### src/shared/pio_consts.svh
// Constants for the multipurpose pin block
// Assumes inclusion by bare name from any design file
`ifndef PIO_CONSTS_SVH
`define PIO_CONSTS_SVH
`define PIO_ADDR_CTRL      4'h0
`define PIO_ADDR_STATUS    4'h1
`define PIO_ADDR_STROBE    4'h2
`define PIO_BIT_P1_SEL     0
`define PIO_BIT_P1_OUT     1
`define PIO_BIT_OUT2_BIT   2
`define PIO_BIT_OUT2_DRV   3
`define PIO_BIT_P3_OUT     4
`define PIO_BIT_B12_EN     5
`define PIO_CTRL_RESET     8'h12
`define PIO_SYNC_STAGES    2
`define PIO_POR_LOW_VALUE  1'b0
`endif

### src/shared/pio_pkg.sv
// Types for the multipurpose pin block
// Assumes pio_consts.svh sits beside it
package pio_pkg;
  typedef enum logic [1:0] {
    PIO_OUT2_POR,
    PIO_OUT2_PASS,
    PIO_OUT2_HOLD
  } pio_out2_state_t;
endpackage : pio_pkg

### src/shared/pio_sync_if.sv
// Carrier between the top module and its synchroniser
// Assumes one clock shared by both ends
interface pio_sync_if;
  logic [2:0] raw;
  logic [2:0] synced;
  modport top  (output raw, input synced);
  modport sync (input raw, output synced);
endinterface : pio_sync_if

### src/hdl/pio_pins.sv
// Multipurpose pin control: two two-way pins and one output pin
// Assumes pins are asynchronous and registers reached by plain port
//
// Chosen here: the address map and strobed register access.
`include "pio_consts.svh"
module pio_pins (
  input  wire logic       clock,
  input  wire logic       nrst,
  input  wire logic       clk_en,
  input  wire logic [3:0] reg_addr,
  input  wire logic [7:0] reg_wdata,
  input  wire logic       reg_write,
  input  wire logic       reg_read,
  output logic      [7:0] reg_rdata,
  input  wire logic       power_good,
  input  wire logic       seq_pin1_low,
  input  wire logic       seq_pin3_low,
  input  wire logic       first_io_pin_in,
  output logic            first_io_pin_out,
  output logic            first_io_pin_oe,
  output logic            second_output_pin_out,
  output logic            second_output_pin_oe,
  input  wire logic       third_io_pin_in,
  output logic            third_io_pin_out,
  output logic            third_io_pin_oe,
  output logic            buck12_default_restore
);
  import pio_pkg::*;
  pio_sync_if sif ();
  logic [7:0]      ctrl;
  logic [7:0]      next_ctrl;
  logic [7:0]      rdata;
  logic [7:0]      next_rdata;
  pio_out2_state_t state;
  pio_out2_state_t next_state;
  logic            held;
  logic            next_held;
  logic            pin3_d;
  logic            next_pin3_d;
  logic            restore;
  logic            next_restore;
  logic            out2_drive;
  logic            out2_level;
  logic            out2_q;
  logic            next_out2_q;
  logic            oe2_q;
  logic            next_oe2_q;
  logic            pin1_s;
  logic            pg_s;
  logic            pin3_s;
  logic            pin1_reset_input_select;
  logic            pin1_user_out_bit;
  logic            out2_user_bit;
  logic            out2_driver_type;
  logic            pin3_user_out_bit;
  logic            buck12_reset_enable;

  assign sif.raw = {third_io_pin_in, power_good, first_io_pin_in};
  pio_sync u_sync (
    .clock  (clock),
    .nrst   (nrst),
    .clk_en (clk_en),
    .sif    (sif)
  );
  assign pin1_s = sif.synced[0];
  assign pg_s   = sif.synced[1];
  assign pin3_s = sif.synced[2];

  assign pin1_reset_input_select = ctrl[`PIO_BIT_P1_SEL];
  assign pin1_user_out_bit       = ctrl[`PIO_BIT_P1_OUT];
  assign out2_user_bit           = ctrl[`PIO_BIT_OUT2_BIT];
  assign out2_driver_type        = ctrl[`PIO_BIT_OUT2_DRV];
  assign pin3_user_out_bit       = ctrl[`PIO_BIT_P3_OUT];
  assign buck12_reset_enable     = ctrl[`PIO_BIT_B12_EN];

  // Register port
  always_comb
  begin
    next_ctrl  = ctrl;
    next_rdata = 8'h00;
    if (clk_en && reg_write && reg_addr == `PIO_ADDR_CTRL)
      next_ctrl = {2'h0, reg_wdata[5:0]};
    if (clk_en && reg_read)
    begin
      case (reg_addr)
        `PIO_ADDR_CTRL:   next_rdata = ctrl;
        `PIO_ADDR_STATUS: next_rdata = {4'h0, pin3_s, pg_s, pin1_s,
                                        second_output_pin_out};
        default:          next_rdata = 8'h00;
      endcase
    end
    else if (!clk_en)
      next_rdata = rdata;
  end

  // Second output source when first pin is a reset input
  always_comb
  begin
    next_state = state;
    next_held  = held;
    if (clk_en)
    begin
      case (state)
        PIO_OUT2_POR:
        begin
          next_held = 1'b0;
          if (pg_s)
            next_state = PIO_OUT2_PASS;
        end
        PIO_OUT2_PASS:
        begin
          next_held = pin1_s;
          if (!pg_s)
            next_state = PIO_OUT2_HOLD;
        end
        PIO_OUT2_HOLD:
        begin
          if (pg_s)
          begin
            next_state = PIO_OUT2_PASS;
            next_held  = pin1_s;
          end
        end
        default:
        begin
          next_state = PIO_OUT2_POR;
          next_held  = 1'b0;
        end
      endcase
    end
  end

  always_comb
  begin
    if (pin1_reset_input_select)
    begin
      if (state == PIO_OUT2_PASS && pg_s)
        out2_level = pin1_s;
      else
        out2_level = held;
    end
    else
      out2_level = out2_user_bit;
    out2_drive  = out2_driver_type | ~out2_level;
    next_out2_q = clk_en ? (out2_level & out2_driver_type) : out2_q;
    next_oe2_q  = clk_en ? out2_drive : oe2_q;
  end

  // Converter reset edge detect
  always_comb
  begin
    next_restore = restore;
    next_pin3_d  = pin3_d;
    if (clk_en)
    begin
      next_restore = buck12_reset_enable & pin3_d & ~pin3_s;
      next_pin3_d  = pin3_s;
    end
  end

  // Register port state
  always_ff @(posedge clock or negedge nrst)
  begin
    if (!nrst)
    begin
      ctrl  <= `PIO_CTRL_RESET;
      rdata <= 8'h00;
    end
    else
    begin
      ctrl  <= next_ctrl;
      rdata <= next_rdata;
    end
  end

  // Second output source state
  always_ff @(posedge clock or negedge nrst)
  begin
    if (!nrst)
    begin
      state <= PIO_OUT2_POR;
      held  <= `PIO_POR_LOW_VALUE;
    end
    else
    begin
      state <= next_state;
      held  <= next_held;
    end
  end

  // Second output pin driver
  always_ff @(posedge clock or negedge nrst)
  begin
    if (!nrst)
    begin
      out2_q <= 1'b0;
      oe2_q  <= 1'b1;
    end
    else
    begin
      out2_q <= next_out2_q;
      oe2_q  <= next_oe2_q;
    end
  end

  // Edge history matches the synchroniser reset, so no false edge
  always_ff @(posedge clock or negedge nrst)
  begin
    if (!nrst)
    begin
      pin3_d  <= 1'b0;
      restore <= 1'b0;
    end
    else
    begin
      pin3_d  <= next_pin3_d;
      restore <= next_restore;
    end
  end

  assign reg_rdata              = rdata;
  assign second_output_pin_out  = out2_q;
  assign second_output_pin_oe   = oe2_q;
  assign buck12_default_restore = restore;
  assign first_io_pin_out = 1'b0;
  assign first_io_pin_oe  = ~pin1_reset_input_select &
                            (~pin1_user_out_bit | seq_pin1_low);
  assign third_io_pin_out = 1'b0;
  assign third_io_pin_oe  = ~buck12_reset_enable &
                            (~pin3_user_out_bit | seq_pin3_low);

  AST_PASS: assert property (@(posedge clock) disable iff (!nrst)
    clk_en && pin1_reset_input_select && state == PIO_OUT2_PASS && pg_s
    |=> second_output_pin_out == $past(out2_driver_type & pin1_s))
    else $error("pass-through level wrong");
  AST_POR_LOW: assert property (@(posedge clock) disable iff (!nrst)
    state == PIO_OUT2_POR && pin1_reset_input_select && clk_en
    |=> !second_output_pin_out && second_output_pin_oe)
    else $error("second output not low after reset");
  AST_HOLD: assert property (@(posedge clock) disable iff (!nrst)
    state == PIO_OUT2_HOLD && $past(state) == PIO_OUT2_HOLD && clk_en
    |-> $stable(held))
    else $error("latched level changed");
  AST_OD2: assert property (@(posedge clock) disable iff (!nrst)
    clk_en && !out2_driver_type |=> !second_output_pin_out)
    else $error("open drain drives high");
  AST_PP2: assert property (@(posedge clock) disable iff (!nrst)
    clk_en && out2_driver_type |=> second_output_pin_oe)
    else $error("push-pull released");
  AST_USER2: assert property (@(posedge clock) disable iff (!nrst)
    clk_en && !pin1_reset_input_select && !out2_driver_type
    |=> second_output_pin_oe == !$past(out2_user_bit))
    else $error("user bit not followed");
  AST_PIN1: assert property (@(posedge clock) disable iff (!nrst)
    pin1_reset_input_select |-> !first_io_pin_oe)
    else $error("first pin driven in input mode");
  AST_PIN3: assert property (@(posedge clock) disable iff (!nrst)
    !buck12_reset_enable && !pin3_user_out_bit |-> third_io_pin_oe)
    else $error("third pin not low");
  AST_RST: assert property (@(posedge clock) disable iff (!nrst)
    clk_en && buck12_reset_enable && pin3_d && !pin3_s
    |=> buck12_default_restore)
    else $error("converter restore missing");
  AST_SEL2: assert property (@(posedge clock) disable iff (!nrst)
    clk_en && pin1_reset_input_select && state == PIO_OUT2_PASS && pg_s &&
    !out2_driver_type |=> second_output_pin_oe == !$past(pin1_s))
    else $error("open drain not following first pin");
  AST_LATCH: assert property (@(posedge clock) disable iff (!nrst)
    clk_en && pin1_reset_input_select && state == PIO_OUT2_HOLD
    |=> second_output_pin_out == $past(out2_driver_type & held))
    else $error("second output not from latched level");
  AST_POR_HELD: assert property (@(posedge clock) disable iff (!nrst)
    state == PIO_OUT2_POR |-> !held)
    else $error("level not low after reset");
  AST_PIN1_OD: assert property (@(posedge clock) disable iff (!nrst)
    !pin1_reset_input_select && !pin1_user_out_bit |-> first_io_pin_oe)
    else $error("first pin not low");
  AST_OUT_LOW: assert property (@(posedge clock) disable iff (!nrst)
    !first_io_pin_out && !third_io_pin_out)
    else $error("open drain pin driven high");
  AST_PIN3_IN: assert property (@(posedge clock) disable iff (!nrst)
    buck12_reset_enable |-> !third_io_pin_oe)
    else $error("third pin driven in reset mode");
  AST_NO_RST: assert property (@(posedge clock) disable iff (!nrst)
    clk_en && !buck12_reset_enable |=> !buck12_default_restore)
    else $error("converter restore while disabled");
  AST_SYNC: assert property (@(posedge clock) disable iff (!nrst)
    clk_en && $past(clk_en) && $past(nrst)
    |=> pin1_s == $past(first_io_pin_in, 2) && pg_s == $past(power_good, 2))
    else $error("synchronised input wrong");
  COV_PASS: cover property (@(posedge clock) state == PIO_OUT2_PASS);
  COV_HOLD: cover property (@(posedge clock) state == PIO_OUT2_HOLD);
  COV_RST: cover property (@(posedge clock) buck12_default_restore);
  COV_POR_SEL: cover property (@(posedge clock)
    pin1_reset_input_select && state == PIO_OUT2_POR);
endmodule : pio_pins

### src/hdl/pio_sync.sv
// Two-stage synchroniser for the pin inputs
// Assumes inputs are asynchronous to clock
module pio_sync (
  input  wire logic clock,
  input  wire logic nrst,
  input  wire logic clk_en,
  pio_sync_if.sync  sif
);
  import pio_pkg::*;
  logic [2:0] stage1;
  logic [2:0] stage2;
  logic [2:0] next_stage1;
  logic [2:0] next_stage2;
  always_comb
  begin
    next_stage1 = clk_en ? sif.raw : stage1;
    next_stage2 = clk_en ? stage1 : stage2;
  end
  always_ff @(posedge clock or negedge nrst)
  begin
    if (!nrst)
    begin
      stage1 <= 3'h0;
      stage2 <= 3'h0;
    end
    else
    begin
      stage1 <= next_stage1;
      stage2 <= next_stage2;
    end
  end
  assign sif.synced = stage2;
endmodule : pio_sync

### config.mk
export PLATFORM = sky130hd
export DESIGN_NAME = pio_pins
export DESIGN_NICKNAME = d
export VERILOG_FILES = /design/src/shared/pio_pkg.sv /design/src/shared/pio_sync_if.sv /design/src/hdl/pio_pins.sv /design/src/hdl/pio_sync.sv
export VERILOG_INCLUDE_DIRS = /design/src /design/src/shared
export SDC_FILE = /design/constraint.sdc
export NUM_CORES = 1
export LEC_CHECK = 0
export ABC_AREA = 1
export BUFFER_PORTS_ARGS = -buffer_cell sky130_fd_sc_hd__clkbuf_2
export CELL_PAD_IN_SITES_DETAIL_PLACEMENT = 1
export CELL_PAD_IN_SITES_GLOBAL_PLACEMENT = 1
export CORE_MARGIN = 1
export CORE_UTILIZATION = 23
export DETAILED_ROUTE_END_ITERATION = 8
export HOLD_SLACK_MARGIN = 0.05
export PLACE_DENSITY_LB_ADDON = 0.1
export SETUP_SLACK_MARGIN = 0.15
export SKIP_CTS_REPAIR_TIMING = 1
export SYNTH_ARGS = -nofsm -noshare
export SYNTH_HDL_FRONTEND = slang
export SYNTH_SLANG_ARGS = --single-unit
### constraint.sdc
create_clock -name clock -period 1.2 [get_ports clock]
set_input_delay 0.12 -clock clock [delete_from_list [all_inputs] [get_ports clock]]
set_output_delay 0.12 -clock clock [all_outputs]
set_load 0.02 [all_outputs]
==> impl_results.md, run 1 <==
* Vert. Die Dim at 77.1 um
* Pins Over Slew Limit at 0
* RSZ-0062 raised after global routing: yes
* Starting density of the core at about a quarter
* Final hold vios at 0
* N_diodes at 0
* Netlist cell types at 21
* Post-synth top flop: dfrtp_1
* Skew final at 2.59 ps
* Cells after synthesis at 155
* Global-route wire length before repair at 5.65 mm
* Root buffer cell: clkbuf_8
* Max-cap violations at 0
* CP required at 1080 ps
* # placed instances at about 250
* Nets at 218
* Worst setup EP type: primary output
* Final worst path period need at between 1000 and 1500 ps
* H-tree levels at 1
* Number of remaining DRC errors at 0
* Fraction of layout cells with a size suffix above 1 at between 30% and 40%
* Final Wtd Congestion at roughly 0.76
* Placed cell area at 0.00154 sq mm
* Crit path launch type: register
* Run status: completed
* R2R Setup Slk at ~60 ps
* Row cnt at 26
* PnR Total Power at 2410 uW
* Critical Path AT at 1040 ps
* Total track usage at between 10% and 20%
* Hold-critical path depth at 3
* Drt pass-1 iters at 4
* Reg2reg end: state[0]
* FMAX at 859 MHz
* Cell Area, Synth at about 0.0013 sq mm
* CTS tree: built
* Crit-path slowest cell: dfstp_2
* HP Start: first_io_pin_in
* Vias per cell at 4.29
* CP max stage delay at 570 ps
* Fin crit share at 97.0%
* GR Overflow Total at 0
* Min-delay worst type: in2reg
* Pleak at about 0.0009 uW
* Syn_area_per_cell at ~8.4 sq um
* Depth of the worst register-to-register path at 5
* Routed wire length at about 3.4 mm
* #FFs+latches synth at 25
* Total die area at 0.00595 sq mm
* Vias in the first global route at 1135
* IO Pins at 37
* PortBufs at 30
* Area Growth Syn to Fin at 30.9%
* Core area at 0.00527 sq mm
* Routed Antenna Nets at 0
* Max Root-Sink Buffers at 2
* Peak supply drop at around 0.00039 V
* Post-synth ARST share at 100%
* Non-filler cells, final at 262
* Post-route design area at between 0.0015 and 0.002 sq mm
* Post-synth EDFFs at 0
* Largest net degree at the start of global routing at 15
* Clock Latency Late Sink at 270 ps
* Cells along the critical path: a21oi_2 > buf_4
* DP Wirelength at 2.56 mm
* Die width at 77.1 um
* Initial antenna violation count at 0
* CP Class: reg2out
* Critical R2R Launch: state[0]
* Setup-failing EPs final at 0
* Power Density at 1420 mW/mm^2
* Crit Path Max Fanout at 3
* TritonCTS buffer count at 3
* WHS Endpoint: u_sync.stage1[0]
* DR vias at 1124
* YS warnings at 0
* Clk sink count at 25
* Seq/Total Area, Yosys at 48.5%
* WL/cell at 12.8 um
* Worst-path clk slew at 90 ps
* Initial DRC count at 11
* Worst hold margin at around 47 ps
-- cell usage in the layout (no fill, tap or decap) --
cell and instances:
dlygate4sd3_1 4, buf_12 1, o21a_1 1, clkbuf_2 27, nor2_8 1, o21ai_2 7, nand4_1 2, dfrtp_1 20
inv_2 2, nand2_1 52, or2_2 1, nand3b_4 1, dfrtp_2 2, buf_4 4, conb_1 4, nand3_2 4
inv_1 17, ha_4 1, o21ai_0 7, ha_2 2, nand2_4 1, nor2_1 1, clkbuf_8 3, a21oi_2 3
clkinv_2 1, dfstp_2 3, buf_6 2, or2_4 1, nand2_2 3, a21oi_1 1, nand3_1 12, nor2_4 1
-- per-stage QoR --
stage,setup slack [ps],TNS [ps],utilization [%]
floorplan,152,0,-
global placement,81.7,0,29.2
detailed placement,16.4,0,29.2
CTS,-9.19,-9.19,30.1
global route,-6.15,-10.6,32.2
finish,36.4,0,32.2
-- cell usage after synthesis, types with 2 or more instances --
| master | n | share of area [%] |
|---|---|---|
| a21oi_1 | 4 | 1.5 |
| buf_2 | 2 | 0.77 |
| buf_4 | 4 | 2.3 |
| buf_6 | 2 | 1.7 |
| dfrtp_1 | 22 | 42 |
| dfstp_2 | 3 | 6.1 |
| ha_1 | 3 | 2.9 |
| inv_1 | 19 | 5.5 |
| nand2_1 | 55 | 16 |
| nand3_1 | 16 | 6.2 |
| nand4_1 | 2 | 0.96 |
| o21ai_0 | 8 | 3.1 |
| o21ai_2 | 6 | 4.1 |
| or2_2 | 2 | 0.96 |
-- worst max-delay path, delay by kind of cell, from the launching register on --
family | cells | cell delay (ps)
buffers and inverters | 1 | 150
DFF | 1 | 570
AOI/OAI and AO/OA | 1 | 50
-- per-layer routing --
| metal | track usage, % | vias to the layer above | share of wire (%) |
|---|---|---|---|
| met5 | 0 | - | 0 |
| met1 | 15.6 | 549 | 45 |
| met3 | 2.14 | 2 | 3.1 |
| met4 | 3.40 | 0 | 0.45 |
| li1 | - | 550 | - |
| met2 | 20.7 | 23 | 51 |
-- how the worst max path moves through the flow --
| stage | start | to | slack, ps | cells after the start |
|---|---|---|---|---|
| 2_1_floorplan | state[1] | second_output_pin_out | 150 | 7 |
| 3_3_place_gp | state[1] | second_output_pin_out | 80 | 7 |
| 3_5_place_dp | state[1] | second_output_pin_out | 20 | 7 |
| 4_1_cts | state[1] | second_output_pin_out | -9 | 7 |
| 5_1_grt | ctrl[4] | third_io_pin_oe | -6 | 2 |
| 6_report | ctrl[4] | third_io_pin_oe | 40 | 2 |
-- report_power, final --
part,leakage (uW),switching [uW],internal [uW]
Combinational,0.000565,430,347
Clock,0.0000255,288,233
Sequential,0.000317,125,983
-- state kept, by name, summed over array words and instances, names as in the netlist --
register,count
reg_rdata,6
u_sync.sif.synced,3
second_output_pin_oe,1
state,2
buck12_default_restore,1
held,1
second_output_pin_out,1
u_sync.stage1,3
ctrl,6
pin3_d,1
-- kinds of logic after synthesis --
group,Yosys count,synth area share [%]
simple gates,80,28.7
compound gates,19,9.26
buf+inv,27,10.3
fa+ha+maj,3,2.89
other cells,1,0.289
flops,25,48.5
-- cell type report --
cell class | count | area, sq um
Inverter | 19 | 71.3
Clock buffer | 3 | 41.3
Sequential cell | 25 | 632
Multi-Input combinational cell | 106 | 613
Tap cell | 70 | 87.6
Timing Repair Buffer | 38 | 248
Clock inverter | 1 | 5.00
Fill cell | 651 | 3570
(Power assumes the default switching activity.)
==> run 2: changes to the inputs <==
Settings changed: BUFFER_PORTS_ARGS -buffer_cell sky130_fd_sc_hd__clkbuf_2 to -buffer_cell sky130_fd_sc_hd__buf_2, REMOVE_ABC_BUFFERS set to 1.
==> run 2 against run 1 <==
Combinational power increased by 22%. Critical endpoint is now state[1]. Clock power about the same. Wire length decreased by 3.1%. First-iteration DRC count increased to 4.0 times the previous value. Critical path type is now reg2reg. Cell area increased by 2.7%. Count of clock-buffer cells in the layout unchanged. Critical path depth increased by 4. Hold slack improved by 3.3 ps. Clock skew decreased by 1.1 ps. Die area unchanged. Register-to-register slack got worse by 50 ps.
==> impl_results.md, run 2 (synthesis gave the netlist of run 1 again) <==
* PortBufs at 30 (unchanged)
* Crit Path Max Fanout at 3 (unchanged)
* Run status: completed (unchanged)
* Worst setup EP type: register (was primary output)
* Drt pass-1 iters at 4 (unchanged)
* GR Overflow Total at 0 (unchanged)
* Row cnt at 26 (unchanged)
* CP required at 1370 ps (was 1080 ps)
* Final worst path period need at 1190 ps (was 1160 ps)
* Skew final at 1.46 ps (was 2.59 ps)
* CP max stage delay at 420 ps (was 570 ps)
* Final hold vios at 0 (unchanged)
* Clk pwr share at 20.2% (was 21.6%)
* Clock Latency Late Sink at 270 ps (about the same)
* TritonCTS buffer count at 3 (unchanged)
* CTS tree: built (unchanged)
* Comb power frac at 37.0% (was 32.3%)
* Global-route wire length before repair at 5.51 mm (was 5.65 mm)
* Vias per cell at 4.26 (was 4.29)
* DP Wirelength at 2.35 mm (was 2.56 mm)
* Sw Ratio at 34.6% (was 35.0%)
* Pins Over Slew Limit at 0 (unchanged)
* Part of the power in registers at 42.7% (was 46.1%)
* Worst-Margin Slew at approximately 600 ps
* Worst-path clk slew at 90 ps (about the same)
* RSZ-0062 raised after global routing: yes (unchanged)
* Power Density at 1470 mW/mm^2 (was 1420 mW/mm^2)
* Final Wtd Congestion at 0.720 (was 0.755)
* Largest net degree at the start of global routing at 26 (was 15)
* Setup-failing EPs final at 0 (unchanged)
* Critical Path AT at 1360 ps (was 1040 ps)
* Die width at 77.1 um (unchanged)
* Max_slew headroom at 60.7%
* Vert. Die Dim at 77.1 um (unchanged)
* Pre-CTS WS at -96.2 ps (was 16.4 ps)
* Cells along the critical path: buf_6 > ha_4 > o21ai_4 > nand3_2 > nand2_1 > nand2_1 (was a21oi_2 > buf_4)
* Crit-path slowest cell: dfrtp_1 (was dfstp_2)
* Pleak at 0.000935 uW (was 0.000907 uW)
* Max Root-Sink Buffers at 2 (unchanged)
* Crit-path most repeated cell: nand2_1
* Number of remaining DRC errors at 0 (unchanged)
* Internal power at 1680 uW (was 1560 uW)
* CP Class: reg2reg (was reg2out)
* Routed Antenna Nets at 0 (unchanged)
* Worst hold margin at 50.4 ps (was 47.1 ps)
* Routed wire length at 3.25 mm (was 3.35 mm)
* Vias in the first global route at 1171 (was 1135)
* FMAX at 839 MHz (was 859 MHz)
* IO Pins at 37 (unchanged)
* WL/cell at 12.2 um (was 12.8 um)
* N_diodes at 0 (unchanged)
* Core area at 0.00527 sq mm (unchanged)
* Area Growth Syn to Fin at 34.4% (was 30.9%)
* Starting density of the core at 24.6% (unchanged)
* Max-cap violations at 0 (unchanged)
* Fin crit share at 99.3% (was 97.0%)
* Clk sink count at 25 (unchanged)
* Initial DRC count at 44 (was 11)
* PnR Total Power at 2570 uW (was 2410 uW)
* Worst Slack Setup Final at 8.48 ps (was 36.4 ps)
* Fraction of layout cells with a size suffix above 1 at 36.0% (was 37.0%)
* Total track usage at 11.6% (was 12.1%)
* Total die area at 0.00595 sq mm (unchanged)
* Initial antenna violation count at 0 (unchanged)
* H-tree levels at 1 (unchanged)
* Crit path launch type: register (unchanged)
* Root buffer cell: clkbuf_8 (unchanged)
* DR vias at 1138 (was 1124)
* Switch Pwr at 887 uW (was 842 uW)
* Most frequent cells in the layout: nand2_1, buf_2, dfrtp_1, inv_1, nand3_1 (was nand2_1, clkbuf_2, dfrtp_1, inv_1, nand3_1)
* Nets at 223 (was 218)
* Min-delay worst type: in2reg (unchanged)
* Most common cell after layout, fill and taps aside: nand2_1 (unchanged)
* Peak supply drop at 0.000507 V (was 0.000391 V)
[run 2: cell types whose count changed in the layout (fill, tap and decap cells not counted), moves of 2 or more]
cell and delta:
buf_2 +27, nand3_1 +2, clkbuf_2 -27, buf_6 +2, ha_4 +2, ha_2 -2, nand3_2 -2, buf_4 +3
[run 2: critical path: cells and delay by family, from the launching register on]
| kind | cells | cell delay, ps |
|---|---|---|
| simple gates | 3 | 240 |
| fa+ha+maj | 1 | 160 |
| buf+inv | 1 | 140 |
| compound gates | 1 | 140 |
| flops | 1 | 420 |
[run 2: stage by stage]
| step | std cells | area (sq um) | utilization [%] | TNS, ps |
|---|---|---|---|---|
| after detailed placement | 252 | 1500 | 28.4 | -223 |
| after CTS | 256 | 1550 | 29.3 | -335 |
| final | 267 | 1740 | 33.1 | 0 |
| after floorplan | 150 | 1250 | - | 0 |
| after global placement | 252 | 1500 | 28.4 | 0 |
| after global routing | 267 | 1740 | 33.1 | -90.3 |
[run 2: path summary, 6_finish.rpt]
| path | cells past startpoint | slack (ps) | from | endpoint |
|---|---|---|---|---|
| setup / recovery | 6 | 8 | state[1] | state[1] |
| hold / removal | 3 | 50 | first_io_pin_in | u_sync.stage1[0] |
| setup reg to reg | 6 | 8 | state[1] | state[1] |
| hold reg to reg | 2 | 480 | u_sync.stage1[1] | u_sync.stage1[1] |
| max in group asynchronous | 2 | 400 | nrst | ctrl[0] |
| min in group asynchronous | 2 | 380 | nrst | state[0] |
[run 2: power groups by stage]
stage / sequential (uW) / combinational [uW] / clock, uW
final: 1100 / 951 / 519
after global routing: 1120 / 1040 / 587
after CTS: 1090 / 589 / 551
after detailed placement: 1100 / 585 / 0
after global placement: 1100 / 553 / 0
after floorplan: 1090 / 369 / 0
[run 2: cell type report]
type | instances | area [sq um]
flip-flops and latches | 25 | 632
fillers | 639 | 3530
clock buffers | 3 | 41.3
inverters | 19 | 71.3
clock inverters | 1 | 5.00
well taps | 70 | 87.6
multi-input cells | 106 | 624
repair buffers | 43 | 283
[run 2: layer usage]
layer	global-route usage (%)	part of all wire, %	vias up
met1	14.3	46	541
met3	2.86	4.7	4
met2	20.1	48	35
met5	0	0	-
met4	2.83	1.3	0
li1	-	-	558
==> run 3: changes to the inputs <==
Settings changed: CORE_UTILIZATION 23 to 33, PLACE_DENSITY set to 0.79, PLACE_DENSITY_LB_ADDON 0.1 to unset.
Clock period 1.2 ns to 1.02 ns, I/O delays scaled along.
==> run 3 against run 2 <==
The run now ends with negative setup slack left. Hold slack worse by 21 ps. Register-to-register slack worse by 180 ps. Cell area is 8.6% higher. Highest routed layer unchanged. Count of clock-buffer cells in the layout stayed put. Fmax is 0.40% higher. Global-route usage is 4.1 points higher. Via count is 1.9% higher. Clock power is 20% higher. Worst setup slack worse by 180 ps. Wire length is 3.0% lower. Core utilization is 18 points higher. Flip-flop and latch count stayed put.
==> impl_results.md, run 3 (synthesis gave the netlist of run 1 again) <==
* Root buffer cell: clkbuf_8 (unchanged)
* Clk sink count at 25 (unchanged)
* HP Start: first_io_pin_in (unchanged)
* Reg2reg end: state[1] (unchanged)
* Nets at 232 (was 223)
* Pleak at 0.000998 uW (was 0.000935 uW)
* Cells along the critical path: inv_2 > ha_4 > o21ai_4 > nand3_2 > nand2_1 > nand2_1 (was buf_6 > ha_4 > o21ai_4 > nand3_2 > nand2_1 > nand2_1)
* Placed cell area at 0.00154 sq mm (was 0.00150 sq mm)
* Vias per cell at 4.57 (was 4.26)
* Depth of the worst register-to-register path at 6 (unchanged)
* Total die area at 0.00419 sq mm (was 0.00595 sq mm)
* WL/cell at 12.4 um (was 12.2 um)
* Largest net degree at the start of global routing at 17 (was 26)
* Post-route design area at 0.00189 sq mm (was 0.00174 sq mm)
* Total track usage at 15.7% (was 11.6%)
* CTS tree: built (unchanged)
* Most frequent cells in the layout: nand2_1, dfrtp_1, buf_2, inv_1, buf_6 (was nand2_1, buf_2, dfrtp_1, inv_1, nand3_1)
* Clock Latency Late Sink at 280 ps (was 270 ps)
* IO Pins at 37 (unchanged)
* Power Density at 1620 mW/mm^2 (was 1470 mW/mm^2)
* Met3 wire len at 96 um (was 154 um)
* Worst Slack Setup Final at -167 ps (was 8.48 ps)
* H-tree levels at 1 (unchanged)
* Max Root-Sink Buffers at 2 (unchanged)
* Sw Ratio at 34.5% (was 34.6%)
* Wire length on met1 at 1.36 mm (was 1.49 mm)
* Fin crit share at 116% (was 99.3%)
* CP max stage delay at 440 ps (was 420 ps)
* DP Wirelength at 2.38 mm (was 2.35 mm)
* Critical R2R Launch: state[0] (was state[1])
* R2R Setup Slk at -170 ps (was 8 ps)
* Worst setup EP type: register (unchanged)
* Initial antenna violation count at 0 (unchanged)
* Uppermost layer routed: met4 (unchanged)
* Critical Path AT at 1360 ps (about the same)
* Initial DRC count at 29 (was 44)
* Crit-path slowest cell: dfrtp_1 (unchanged)
* WHS Endpoint: u_sync.stage1[0] (unchanged)
* Row cnt at 22 (was 26)
* Fraction of layout cells with a size suffix above 1 at 42.7% (was 36.0%)
* Core area at 0.00372 sq mm (was 0.00527 sq mm)
* Clk pwr share at 20.2% (about the same)
* Worst hold margin at 29.6 ps (was 50.4 ps)
* Routed Antenna Nets at 0 (unchanged)
* Pins Over Slew Limit at 0 (unchanged)
* Hold-critical path depth at 3 (unchanged)
* Crit-path most repeated cell: nand2_1 (unchanged)
* Peak supply drop at 0.000531 V (was 0.000507 V)
* Die width at 64.7 um (was 77.1 um)
* Crit path launch type: register (unchanged)
* DR vias at 1160 (was 1138)
* FMAX at 843 MHz (was 839 MHz)
* Routed wire length at 3.15 mm (was 3.25 mm)
* Crit Path Max Fanout at 3 (unchanged)
* Final Wtd Congestion at 0.779 (was 0.720)
* Starting density of the core at 34.9% (was 24.6%)
* Final worst path period need at 1190 ps (about the same)
* CP Class: reg2reg (unchanged)
* Skew final at 6.75 ps (was 1.46 ps)
* Internal power at 2020 uW (was 1680 uW)
* Max-cap violations at 0 (unchanged)
* Switch Pwr at 1060 uW (was 887 uW)
* Vias in the first global route at 1125 (was 1171)
* Global-route wire length before repair at 5.00 mm (was 5.51 mm)
* TritonCTS buffer count at 3 (unchanged)
* Setup-failing EPs final at 8 (was 0)
* Vert. Die Dim at 64.7 um (was 77.1 um)
* Final hold vios at 0 (unchanged)
* Worst-path clk slew at 90 ps (about the same)
* PortBufs at 30 (unchanged)
* CP required at 1190 ps (was 1370 ps)
* Drt pass-1 iters at 4 (unchanged)
* Area Growth Syn to Fin at 46.0% (was 34.4%)
* Run status: finished with violations (was completed)
* Number of remaining DRC errors at 0 (unchanged)
* Met2 WL post-DR at 1.66 mm (was 1.56 mm)
* RSZ-0062 raised after global routing: yes (unchanged)
* Most common cell after layout, fill and taps aside: nand2_1 (unchanged)
* Comb power frac at 37.2% (was 37.0%)
* GR Overflow Total at 0 (unchanged)
* Part of the power in registers at 42.6% (was 42.7%)
* Failing checks: negative setup slack
* Min-delay worst type: in2reg (unchanged)
* N_diodes at 0 (unchanged)
run 3: cell types whose count changed in the layout (fill, tap and decap cells not counted), sizes merged:
cell    change
buf         +9
inv         +1
clkinv      -1
run 3: power by group through the flow:
stage / logic (uW) / clock network (uW) / registers [uW]
floorplan: 434 / 0 / 1290
global placement: 731 / 0 / 1280
detailed placement: 756 / 0 / 1290
CTS: 760 / 644 / 1270
global route: 1260 / 677 / 1330
finish: 1140 / 622 / 1310
run 3: stage by stage:
stage / setup slack (ps) / cells / total power, uW / utilization (%) / setup TNS (ps)
final: -167 / 254 / 3080 / 51.0 / -1030
after global routing: -214 / 254 / 3270 / 51.0 / -1380
after CTS: -288 / 242 / 2680 / 42.9 / -1410
after detailed placement: -285 / 238 / 2050 / 41.5 / -971
after global placement: -191 / 238 / 2010 / 41.5 / -623
after floorplan: -104 / 150 / 1720 / - / -263
run 3: final cells by class:
class,instances,area (sq um)
inverter,19,71.3
timing repair buffer,52,420
fill,457,1820
multi-input combinational,106,662
clock inverter,1,8.76
clock buffer,3,41.3
sequential,25,631
tap,48,60.1
run 3: how the worst max path moves through the flow:
| stage | depth (start not counted) | from | end | slack [ps] |
|---|---|---|---|---|
| after floorplan | 6 | state[0] | state[0] | -100 |
| after global placement | 6 | state[0] | state[1] | -190 |
| after detailed placement | 6 | state[0] | state[1] | -280 |
| after CTS | 6 | state[0] | state[1] | -290 |
| after global routing | 6 | state[0] | state[0] | -210 |
| final | 6 | state[0] | state[1] | -170 |
run 3: metal layers:
layer	track usage (%)	vias to the layer above
met5	0	-
met3	2.29	5
met1	18.6	546
met2	28.3	29
li1	-	580
met4	5.83	0
run 3: worst max-delay path: cells and delay by family, from the launching register on:
kind                     cells  cell delay [ps]
AO/OA/AOI/OAI                1              160
adder cells (fa/ha/maj)      1              180
AND/OR/NAND/NOR              3              200
flip-flops                   1              440
buffers and inverters        1              100
